**config.mk**
```make
export PLATFORM = sky130hd
export DESIGN_NAME = acs_device_flat
export DESIGN_NICKNAME = d
export VERILOG_FILES = /design/src/design/acs_pkg.sv /design/src/design/acs_if.sv /design/src/design/acs_device.sv /design/src/flat_wrapper.sv
export SDC_FILE = /design/constraint.sdc
export NUM_CORES = 1
export LEC_CHECK = 0
export BUFFER_PORTS_ARGS = -buffer_cell sky130_fd_sc_hd__buf_2
export CORE_MARGIN = 2
export CORE_UTILIZATION = 56
export CTS_CLUSTER_SIZE = 40
export DETAILED_ROUTE_END_ITERATION = 7
export GPL_TIMING_DRIVEN = 0
export PLACE_DENSITY_LB_ADDON = 0.25
export SYNTH_ARGS = -nofsm -noshare
export SYNTH_HDL_FRONTEND = slang
export SYNTH_SLANG_ARGS = --single-unit
```
**constraint.sdc**
```tcl
create_clock -name clk -period 4.7 [get_ports clk]
set_clock_uncertainty 0.15 [all_clocks]
set_input_delay 0.235 -clock clk [delete_from_list [all_inputs] [get_ports clk]]
set_output_delay 0.235 -clock clk [all_outputs]
set_load 0.02 [all_outputs]
```
**src/design/acs_pkg.sv**
```systemverilog
package acs_pkg;
  // converter word and channel widths
  localparam int RES_W  = 10;
  localparam int CHAN_W = 3;
  localparam int CTRL_W = 8;
  localparam logic [CHAN_W-1:0] CHAN_TEMP     = 3'h0;
  localparam logic [CHAN_W-1:0] CHAN_RESET    = 3'h0;
  localparam logic [4:0]        CTRL_ADDR_TAG = 5'h00;
  // timing at a 100 MHz clock
  localparam int CLK_PERIOD_NS = 10;
  localparam int CONV_EXT_US   = 9;
  localparam int CONV_TEMP_US  = 27;
  localparam int ACQ_MIN_NS    = 100;
  localparam int QUIET_MIN_NS  = 100;
  localparam int CONV_EXT_CYC  = CONV_EXT_US * 1000 / CLK_PERIOD_NS;
  localparam int CONV_TEMP_CYC = CONV_TEMP_US * 1000 / CLK_PERIOD_NS;
  localparam int ACQ_MIN_CYC   = (ACQ_MIN_NS + CLK_PERIOD_NS - 1) / CLK_PERIOD_NS;
  localparam int QUIET_MIN_CYC = (QUIET_MIN_NS + CLK_PERIOD_NS - 1) / CLK_PERIOD_NS;
  localparam int CNT_W         = 12;
  // temperature mapping: code = (deg + 103) * 4
  localparam int TEMP_OFFSET_C = 103;
  localparam int TEMP_STEPS    = 4;

  typedef enum logic [1:0] {
    ACS_POWER_UP,
    ACS_ACQUIRE,
    ACS_CONVERT,
    ACS_POWER_DOWN
  } acs_dev_state_t;

  typedef enum logic [1:0] {
    ACS_H_IDLE,
    ACS_H_WAIT,
    ACS_H_HOLD
  } acs_host_state_t;

  // ideal temperature code for a whole degree, quarter-degree steps
  function automatic logic [RES_W-1:0] temp_to_code(input logic signed [15:0] deg);
    logic signed [15:0] c;
    c = (deg + 16'(TEMP_OFFSET_C)) * 16'(TEMP_STEPS);
    return c[RES_W-1:0];
  endfunction
endpackage

```
**src/design/acs_if.sv**
```systemverilog
`timescale 1ns/1ps
`default_nettype none
// conversion start, busy, channel write and result between host and converter
interface acs_if;
  logic                          conversion_start_n;
  logic                          busy;
  logic                          ctrl_we;
  logic [acs_pkg::CTRL_W-1:0]    ctrl_byte;
  logic [acs_pkg::RES_W-1:0]     result;
  logic                          powered_down;

  modport device (
    input  conversion_start_n,
    input  ctrl_we,
    input  ctrl_byte,
    output busy,
    output result,
    output powered_down
  );
  modport host (
    output conversion_start_n,
    output ctrl_we,
    output ctrl_byte,
    input  busy,
    input  result,
    input  powered_down
  );
endinterface
`default_nettype wire

```
**src/design/acs_device.sv**
```systemverilog
//
// Overview of operation
// - acquisition runs from conversion end to start edge
// - host allows 100 ns acquisition before start
// - results are 10-bit straight binary codes
// - channel zero selects temperature, reset default
// - temperature code equals (degrees plus 103) times four
// - minus 55 and plus 125 codes match mapping
// - mode chosen by start level at conversion end
// - start high at end keeps device powered
// - host waits 100 ns after serial access
// - start low at end powers down device
// - start rising edge powers device back up
// - busy falling edge marks conversion complete
// - start edge holds sample, busy 9 or 27 us
// - control byte with zero top bits loads channel
`timescale 1ns/1ps
`default_nettype none
module acs_device (
  // clock and reset
  input  wire logic clk,
  input  wire logic reset,
  // link to host
  acs_if.device     link,
  // analog front end model inputs
  input  wire logic [acs_pkg::RES_W-1:0] ext_code,
  input  wire logic [acs_pkg::RES_W-1:0] temp_code,
  // status towards the user side
  output logic                         acquiring,
  output logic                         sample_held,
  output logic [acs_pkg::CHAN_W-1:0]   channel
);

  // sequencer state
  acs_pkg::acs_dev_state_t    state_reg, state_next;
  logic [acs_pkg::CNT_W-1:0]  cnt_reg, cnt_next;
  logic                       busy_reg, busy_next;
  logic                       pd_reg, pd_next;
  logic                       acq_reg, acq_next;
  logic                       held_reg, held_next;
  // frozen sample and published result
  logic [acs_pkg::RES_W-1:0]  sample_reg, sample_next;
  logic [acs_pkg::RES_W-1:0]  result_reg, result_next;
  // channel address register
  logic [acs_pkg::CHAN_W-1:0] chan_reg, chan_next;
  logic                       addr_write;
  // start pin history and the events drawn from it
  logic                       start_n_reg, start_n_next;
  logic                       fall_edge;
  logic                       rise_edge;
  logic                       conv_begin;
  logic                       conv_end;

  // true when a channel code points at the temperature sensor
  function automatic logic is_temp_chan(input logic [acs_pkg::CHAN_W-1:0] ch);
    return ch == acs_pkg::CHAN_TEMP;
  endfunction

  // conversion length in clocks less one; the zero count is the edge that drops busy
  function automatic logic [acs_pkg::CNT_W-1:0] conv_load(input logic [acs_pkg::CHAN_W-1:0] ch);
    return is_temp_chan(ch) ? acs_pkg::CNT_W'(acs_pkg::CONV_TEMP_CYC - 1) :
                              acs_pkg::CNT_W'(acs_pkg::CONV_EXT_CYC - 1);
  endfunction

  // start pin copy; it resets to the idle high level so no false fall follows reset
  always_comb begin
    start_n_next = link.conversion_start_n;
  end

  // start pin register
  always_ff @(posedge clk or posedge reset) begin
    if (reset) begin
      start_n_reg <= 1'b1;
    end else begin
      start_n_reg <= start_n_next;
    end
  end

  // start pin edges against its registered copy
  assign fall_edge = start_n_reg & ~link.conversion_start_n;
  assign rise_edge = ~start_n_reg & link.conversion_start_n;

  // a fall only starts a conversion while tracking; falls during busy or power-down are dropped
  assign conv_begin = fall_edge &
                      ((state_reg == acs_pkg::ACS_POWER_UP) | (state_reg == acs_pkg::ACS_ACQUIRE));
  assign conv_end   = (state_reg == acs_pkg::ACS_CONVERT) & (cnt_reg == '0);

  // only control bytes with a clear top field address the channel register
  assign addr_write = link.ctrl_we &
                      (link.ctrl_byte[acs_pkg::CTRL_W-1:acs_pkg::CHAN_W] == acs_pkg::CTRL_ADDR_TAG);

  // channel writes are taken any time; a running conversion already holds its count and sample
  always_comb begin
    chan_next = chan_reg;
    if (addr_write) begin
      chan_next = link.ctrl_byte[acs_pkg::CHAN_W-1:0];
    end
  end

  // channel register
  always_ff @(posedge clk or posedge reset) begin
    if (reset) begin
      chan_reg <= acs_pkg::CHAN_RESET;
    end else begin
      chan_reg <= chan_next;
    end
  end

  // sample freezes at the start edge; result moves only as busy falls, so a read never tears
  always_comb begin
    sample_next = sample_reg;
    result_next = result_reg;
    if (conv_begin) begin
      sample_next = is_temp_chan(chan_reg) ? temp_code : ext_code;
    end
    if (conv_end) begin
      result_next = sample_reg;
    end
  end

  // sample and result registers
  always_ff @(posedge clk or posedge reset) begin
    if (reset) begin
      sample_reg <= '0;
      result_reg <= '0;
    end else begin
      sample_reg <= sample_next;
      result_reg <= result_next;
    end
  end

  // conversion sequencer: busy, power-down and the tracking status
  always_comb begin
    state_next = state_reg;
    cnt_next   = cnt_reg;
    busy_next  = busy_reg;
    pd_next    = pd_reg;
    acq_next   = acq_reg;
    held_next  = held_reg;
    unique case (state_reg)
      acs_pkg::ACS_POWER_UP, acs_pkg::ACS_ACQUIRE: begin
        if (conv_begin) begin
          state_next = acs_pkg::ACS_CONVERT;
          acq_next   = 1'b0;
          held_next  = 1'b1;
          busy_next  = 1'b1;
          // temperature conversions run three times longer
          cnt_next   = conv_load(chan_reg);
        end
      end
      acs_pkg::ACS_CONVERT: begin
        // further start edges are not looked at here
        if (conv_end) begin
          busy_next = 1'b0;
          held_next = 1'b0;
          acq_next  = 1'b1;
          // mode picked from the start level as busy falls
          if (!link.conversion_start_n) begin
            state_next = acs_pkg::ACS_POWER_DOWN;
            pd_next    = 1'b1;
          end else begin
            state_next = acs_pkg::ACS_ACQUIRE;
          end
        end else begin
          cnt_next = cnt_reg - acs_pkg::CNT_W'(1);
        end
      end
      acs_pkg::ACS_POWER_DOWN: begin
        // a low start here is ignored; only the rising edge wakes the converter
        if (rise_edge) begin
          state_next = acs_pkg::ACS_ACQUIRE;
          pd_next    = 1'b0;
        end
      end
    endcase
  end

  // sequencer registers
  always_ff @(posedge clk or posedge reset) begin
    if (reset) begin
      state_reg <= acs_pkg::ACS_POWER_UP;
      cnt_reg   <= '0;
      busy_reg  <= 1'b0;
      pd_reg    <= 1'b0;
      acq_reg   <= 1'b1;
      held_reg  <= 1'b0;
    end else begin
      state_reg <= state_next;
      cnt_reg   <= cnt_next;
      busy_reg  <= busy_next;
      pd_reg    <= pd_next;
      acq_reg   <= acq_next;
      held_reg  <= held_next;
    end
  end

  // outputs straight from flops
  assign link.busy         = busy_reg;
  assign link.result       = result_reg;
  assign link.powered_down = pd_reg;
  assign acquiring         = acq_reg;
  assign sample_held       = held_reg;
  assign channel           = chan_reg;

endmodule // acs_device
`default_nettype wire

```
**src/flat_wrapper.sv**
```systemverilog
// flat-port wrapper written by rule: the top's interface ports become plain ports
module acs_device_flat 
  (clk, reset, ext_code, temp_code, acquiring, sample_held, channel, link_conversion_start_n, link_ctrl_we, link_ctrl_byte, link_busy, link_result, link_powered_down);
  acs_if link_i ();
  input  wire logic clk;
  input  wire logic reset;
  input  wire logic [acs_pkg::RES_W-1:0] ext_code;
  input  wire logic [acs_pkg::RES_W-1:0] temp_code;
  output logic acquiring;
  output logic sample_held;
  output logic [acs_pkg::CHAN_W-1:0] channel;
  input wire logic [$bits(link_i.conversion_start_n)-1:0] link_conversion_start_n;
  input wire logic [$bits(link_i.ctrl_we)-1:0] link_ctrl_we;
  input wire logic [$bits(link_i.ctrl_byte)-1:0] link_ctrl_byte;
  output wire logic [$bits(link_i.busy)-1:0] link_busy;
  output wire logic [$bits(link_i.result)-1:0] link_result;
  output wire logic [$bits(link_i.powered_down)-1:0] link_powered_down;
  assign link_i.conversion_start_n = link_conversion_start_n;
  assign link_i.ctrl_we = link_ctrl_we;
  assign link_i.ctrl_byte = link_ctrl_byte;
  assign link_busy = link_i.busy;
  assign link_result = link_i.result;
  assign link_powered_down = link_i.powered_down;
  acs_device u_core (.clk(clk), .reset(reset), .link(link_i), .ext_code(ext_code), .temp_code(temp_code), .acquiring(acquiring), .sample_held(sample_held), .channel(channel));
endmodule
```
After elaboration in Yosys (flattened, before gate mapping)
Cells that the tools add are included.

Muxes and demuxes: 20. Add/sub/neg operators: 1. Bitwise logic cells: 8. Reductions and logical operators: 11. Equality and inequality tests: 8.

Operators with widths (number): $mux W12 (3); $pmux W12 S2 (1); $logic_not A12 Y1 (1); $sub A12 B1 Y12 const B (1); $mux W10 (1); $reduce_and A3 Y1 (3); $mux W2 (4); $mux W1 (7); $ne A2 B1 Y1 const B (3); $pmux W1 S2 (3); $pmux W2 S3 (1); $and A1 B1 Y1 (5); $logic_not A5 Y1 (1); $eq A2 B2 Y1 const B (2); $ne A2 B2 Y1 const B (2); $reduce_and A4 Y1 (1); $reduce_bool A2 Y1 (2); $logic_not A3 Y1 (1); $eq A2 B1 Y1 const B (1); $logic_not A2 Y1 (1); $not A1 Y1 (2); $reduce_or A2 Y1 (1); $or A1 B1 Y1 (1).

Flip-flop bits (word level): 41.

Logic depth before layout (Yosys ltp)
Depth in word-level cells: 5. Depth in mapped cells: 7.

Worst setup path before layout
Ideal clock, no wire load.

Path type: reg2reg. Start point: register u_core.state_reg[0]. End point: register u_core.cnt_reg[7] in the netlist's numbering. Cell stages (with the launch flop): 4. Period minus slack after synthesis: 1.930 ns. Data required time: 4.426 ns. Buffers on the path: 0. Setup slack: 2.770 ns. Arrival: 1.656 ns. Path through: dfrtp_1 > or4b_4 > or4_4 > o31a_1.

Cells in the longest elaborated chain, start to end: 5. Elaborated cells between the ends (all ways): 12. Classes of those cells: eq/ne (4); mux (1); bitwise (3); reduce/logical (4).

RTL lines: start: declaration (RTL line acs_device.sv:35) `acs_pkg::acs_dev_state_t state_reg, state_next;`; start signal: assignment (RTL line acs_device.sv:181) `state_reg <= acs_pkg::ACS_POWER_UP;`; start signal: assignment (RTL line acs_device.sv:188) `state_reg <= state_next;`; $eq A2 B1 Y1 / $logic_not A2 Y1 (equally long branches) (RTL line acs_device.sv:85, acs_device.sv:140); $or A1 B1 Y1 (RTL line acs_device.sv:85) `((state_reg == acs_pkg::ACS_POWER_UP) | (state_reg == acs_pkg::ACS_ACQUIRE));`; $and A1 B1 Y1 (RTL line acs_device.sv:84) `assign conv_begin = fall_edge &`; $ne A2 B1 Y1 (no source line); $reduce_and A3 Y1 (no source line); end signal: assignment (RTL line acs_device.sv:189) `cnt_reg <= cnt_next;`; end: declaration (RTL line acs_device.sv:36) `logic [acs_pkg::CNT_W-1:0] cnt_reg, cnt_next;`.

Parallel ways exist; a longest one is shown, timed or not. A chain may end at the register's enable or synchronous reset.

Worst setup path in the final report
Start point: register u_core.cnt_reg[8] in the netlist's numbering. End point: register u_core.result_reg (netlist bit u_core.link.result[4]).

Cells in the longest elaborated chain, start to end: 2.

RTL lines: $logic_not A12 Y1 (RTL line acs_device.sv:86) `assign conv_end = (state_reg == acs_pkg::ACS_CONVERT) & (cnt_reg == '0);`; $and A1 B1 Y1 (RTL line acs_device.sv:86); end signal: assignment (RTL line acs_device.sv:128) `result_reg <= result_next;`; end: declaration (RTL line acs_device.sv:43) `logic [acs_pkg::RES_W-1:0] result_reg, result_next;`.

No other way between the ends.

==> results.yml <==
timing:
  worst_slack_ps: 2530
  relSlewSlack_pct: 45.6
  final_hold_viol_count: 0
  period_needed_ps: 2170
  fmax_mhz: 462
  finalSetupViolCount: 0
  rsz0062_at_grt: "false"
  fin_crit_sh_pct: 46.1
  setup_tns_ps: 0
  tightestPinTransition_ps: 815
  slew_viol_final: 0
  holdWs_ps: 11.5
setup_path:
  endpoint_kind: "flop"
  critical_path_class: "reg2reg"
  cp.arrival_ps: 2260
  worstPathRequired_ps: 4800
  reg2reg_from: "u_core.cnt_reg[8]"
  reg2reg_depth: 4
  critPathLaunch: "u_core.cnt_reg[8]"
  worstPathMaxFanout: 10
  cp-start-kind: "flop"
yosys:
  ys_seq_area_share_pct: 53.7
  synthSimpleGateAreaFrac_pct: 15.4
  syn_area_per_cell_um2: 11.1
  yosysTopAreaCellShare_pct: 51.0
  synth_area_leader_cell: "dfrtp_1"
  synth_fa_ha_area_share_pct: 1.31
  synth.cell_area_mm2: 0.00191
  synth_commonest_cells: "dfrtp_1 (39), nand2_1 (16), o21ai_0 (14)"
  yosysMostFrequentCell: "dfrtp_1"
  yosys-top-cells-area: "dfrtp_1 (51%), mux2_2 (7.6%), mux2i_1 (5.8%), o21ai_0 (3.7%), nand2_1 (3.1%)"
  yosysWarnings: 0
  synth_compound_area_share_pct: 12.8
  ys_ff_latch: 41
  synth_edf_count: 0
  synth_top_family_by_area: "simple AND/OR/NAND/NOR gates"
  synthMuxAreaShare_pct: 13.4
  synth-async-reset-ratio_pct: 100
  synthXorXnorAreaFrac_pct: 0
  synth_cell_type_count: 43
  synthFlopType: "dfrtp_1"
  syn_inst: 172
  synth_nets: 206
cts:
  cts_made_buffers: 5
  clockRootBuffer: "clkbuf_4"
  cts_tree: "built"
  post_cts_buffers: 0
  cts_num_sinks: 41
  clk_latency_ps: 350
  cts_resized: 0
  h-tree-depth: 2
  clk_path_buf_depth: 2
  path_clk_slew_ps: 120
route:
  drc: 0
  via_per_inst: 5.59
  wire_per_inst_um: 14.3
  routed_wl_um: 4000
  dr_total_vias: 1559
  dr.pass1.iters: 4
  drt_iter0_markers: 46
  ant_nets: 0
die:
  dieHeight_um: 62.5
  core_region_area_mm2: 0.00331
  core.rowCount: 21
  ios: 49
  die-area_mm2: 0.00390
  start_util_pct: 57.8
  die_x_um: 62.5
flow_run:
  cap_viol_max_count: 0
placed_design:
  place_area_mm2: 0.00221
  numPortBuffers: 48
  pre_cts_ws_ps: 2550
  post-dp-hpwl_um: 2790
  place_congestion: 0.848
  dpl.cell_count: 266
global_routing:
  overflow: 0
  grt_max_degree: 42
  grt_usage_pct: 22.8
  grt_antenna_before_repair: 0
  gr-usage-met2_pct: 40.2
  met1_usage_pct: 29.0
  grt_pass1_wl_um: 7130
  grt_pass1_vias: 1617
  use_met3_pct: 5.41
  grt_busiest_layer: "met2"
power:
  fin_total_pwr_mw: 0.629
  p_leak_nw: 1.13
  power_density_mw_per_mm2: 270
  vdd_drop_max_mv: 0.252
final_layout:
  drive_above_1_share_pct: 34.3
  largest_reg_flops: 12
  fin_area_mm2: 0.00233
  diodes: 0
  nNetsFinal: 266
  n_fill_cell: 265
  final_core_utilization_pct: 70.3
  syn2layout_area_growth_pct: 21.6
  layout.cells.non_filler: 279
hold_path:
  min_path_type: "in2reg"
  min_from: "ext_code[8]"
  hold_depth: 3
outcome:
  outcome: "finished clean"
## placed cells by master, fill, tap and decap left out, types with 2 or more instances in the layout
master          n
o211ai_1        5
ha_1            2
inv_1           4
nand2_1        16
buf_2          52
mux2i_1        11
nor3_1          5
nand3_1         6
o21ai_0        14
nor2_1          6
dlygate4sd3_1   5
nand4_1         2
clkbuf_1        5
o31ai_1         4
nand2b_1        2
clkbuf_4        5
dfstp_2         2
nor4_1          2
dfrtp_1        39
nand3b_1        2
and4_1          2
mux2_2         13
a21oi_1         3
## final cells by class
type / count / area, um^2 / share of cell area, %
Clock buffer: 6 / 51.3 / 2.20
Multi-Input combinational cell: 116 / 821 / 35.3
Sequential cell: 41 / 1030 / 44.2
Timing Repair Buffer: 53 / 290 / 12.5
Tap cell: 46 / 57.6 / 2.47
Inverter: 5 / 18.8 / 0.806
Clock inverter: 2 / 13.8 / 0.591
Buffer: 10 / 46.3 / 1.99
## power breakdown
| part | internal (mW) | switching, mW | leakage, nW |
|---|---|---|---|
| Combinational | 0.0372 | 0.0401 | 0.571 |
| Clock | 0.0730 | 0.116 | 0.0382 |
| Sequential | 0.359 | 0.00415 | 0.516 |
## cells by family after synthesis
kind of cell    Yosys count
fa+ha+maj                 2
flops                    41
simple gates             53
buf+inv                  15
mux                      24
compound gates           37
## worst max-delay path: stages, from the launching register on
cell and delay, ps:
dfrtp_1 460, nor4_1 530, and4_1 300, buf_2 260
mux2_2 360
## routing by layer
| layer | part of all wire [%] | vias up |
|---|---|---|
| met4 | 0.85 | 0 |
| met5 | 0 | - |
| li1 | - | 752 |
| met2 | 50 | 53 |
| met1 | 43 | 749 |
| met3 | 5.6 | 5 |
## final timing paths
| path | slack [ps] | to |
|---|---|---|
| setup reg to reg | 2530 | u_core.link.result[4] |
| min in group asynchronous | 440 | u_core.channel[0] |
| hold / removal | 10 | u_core.sample_reg[8] |
| max in group asynchronous | 3440 | u_core.cnt_reg[6] |
| hold reg to reg | 340 | u_core.sample_reg[4] |
| setup / recovery | 2530 | u_core.link.result[4] |
## timing repair
| item | CTS | global route |
|---|---|---|
| setup endpoints to repair | 0 | 0 |
| hold endpoints to repair | 43 | 0 |
| hold buffers | 5 | 0 |
(Power assumes the default switching activity.)
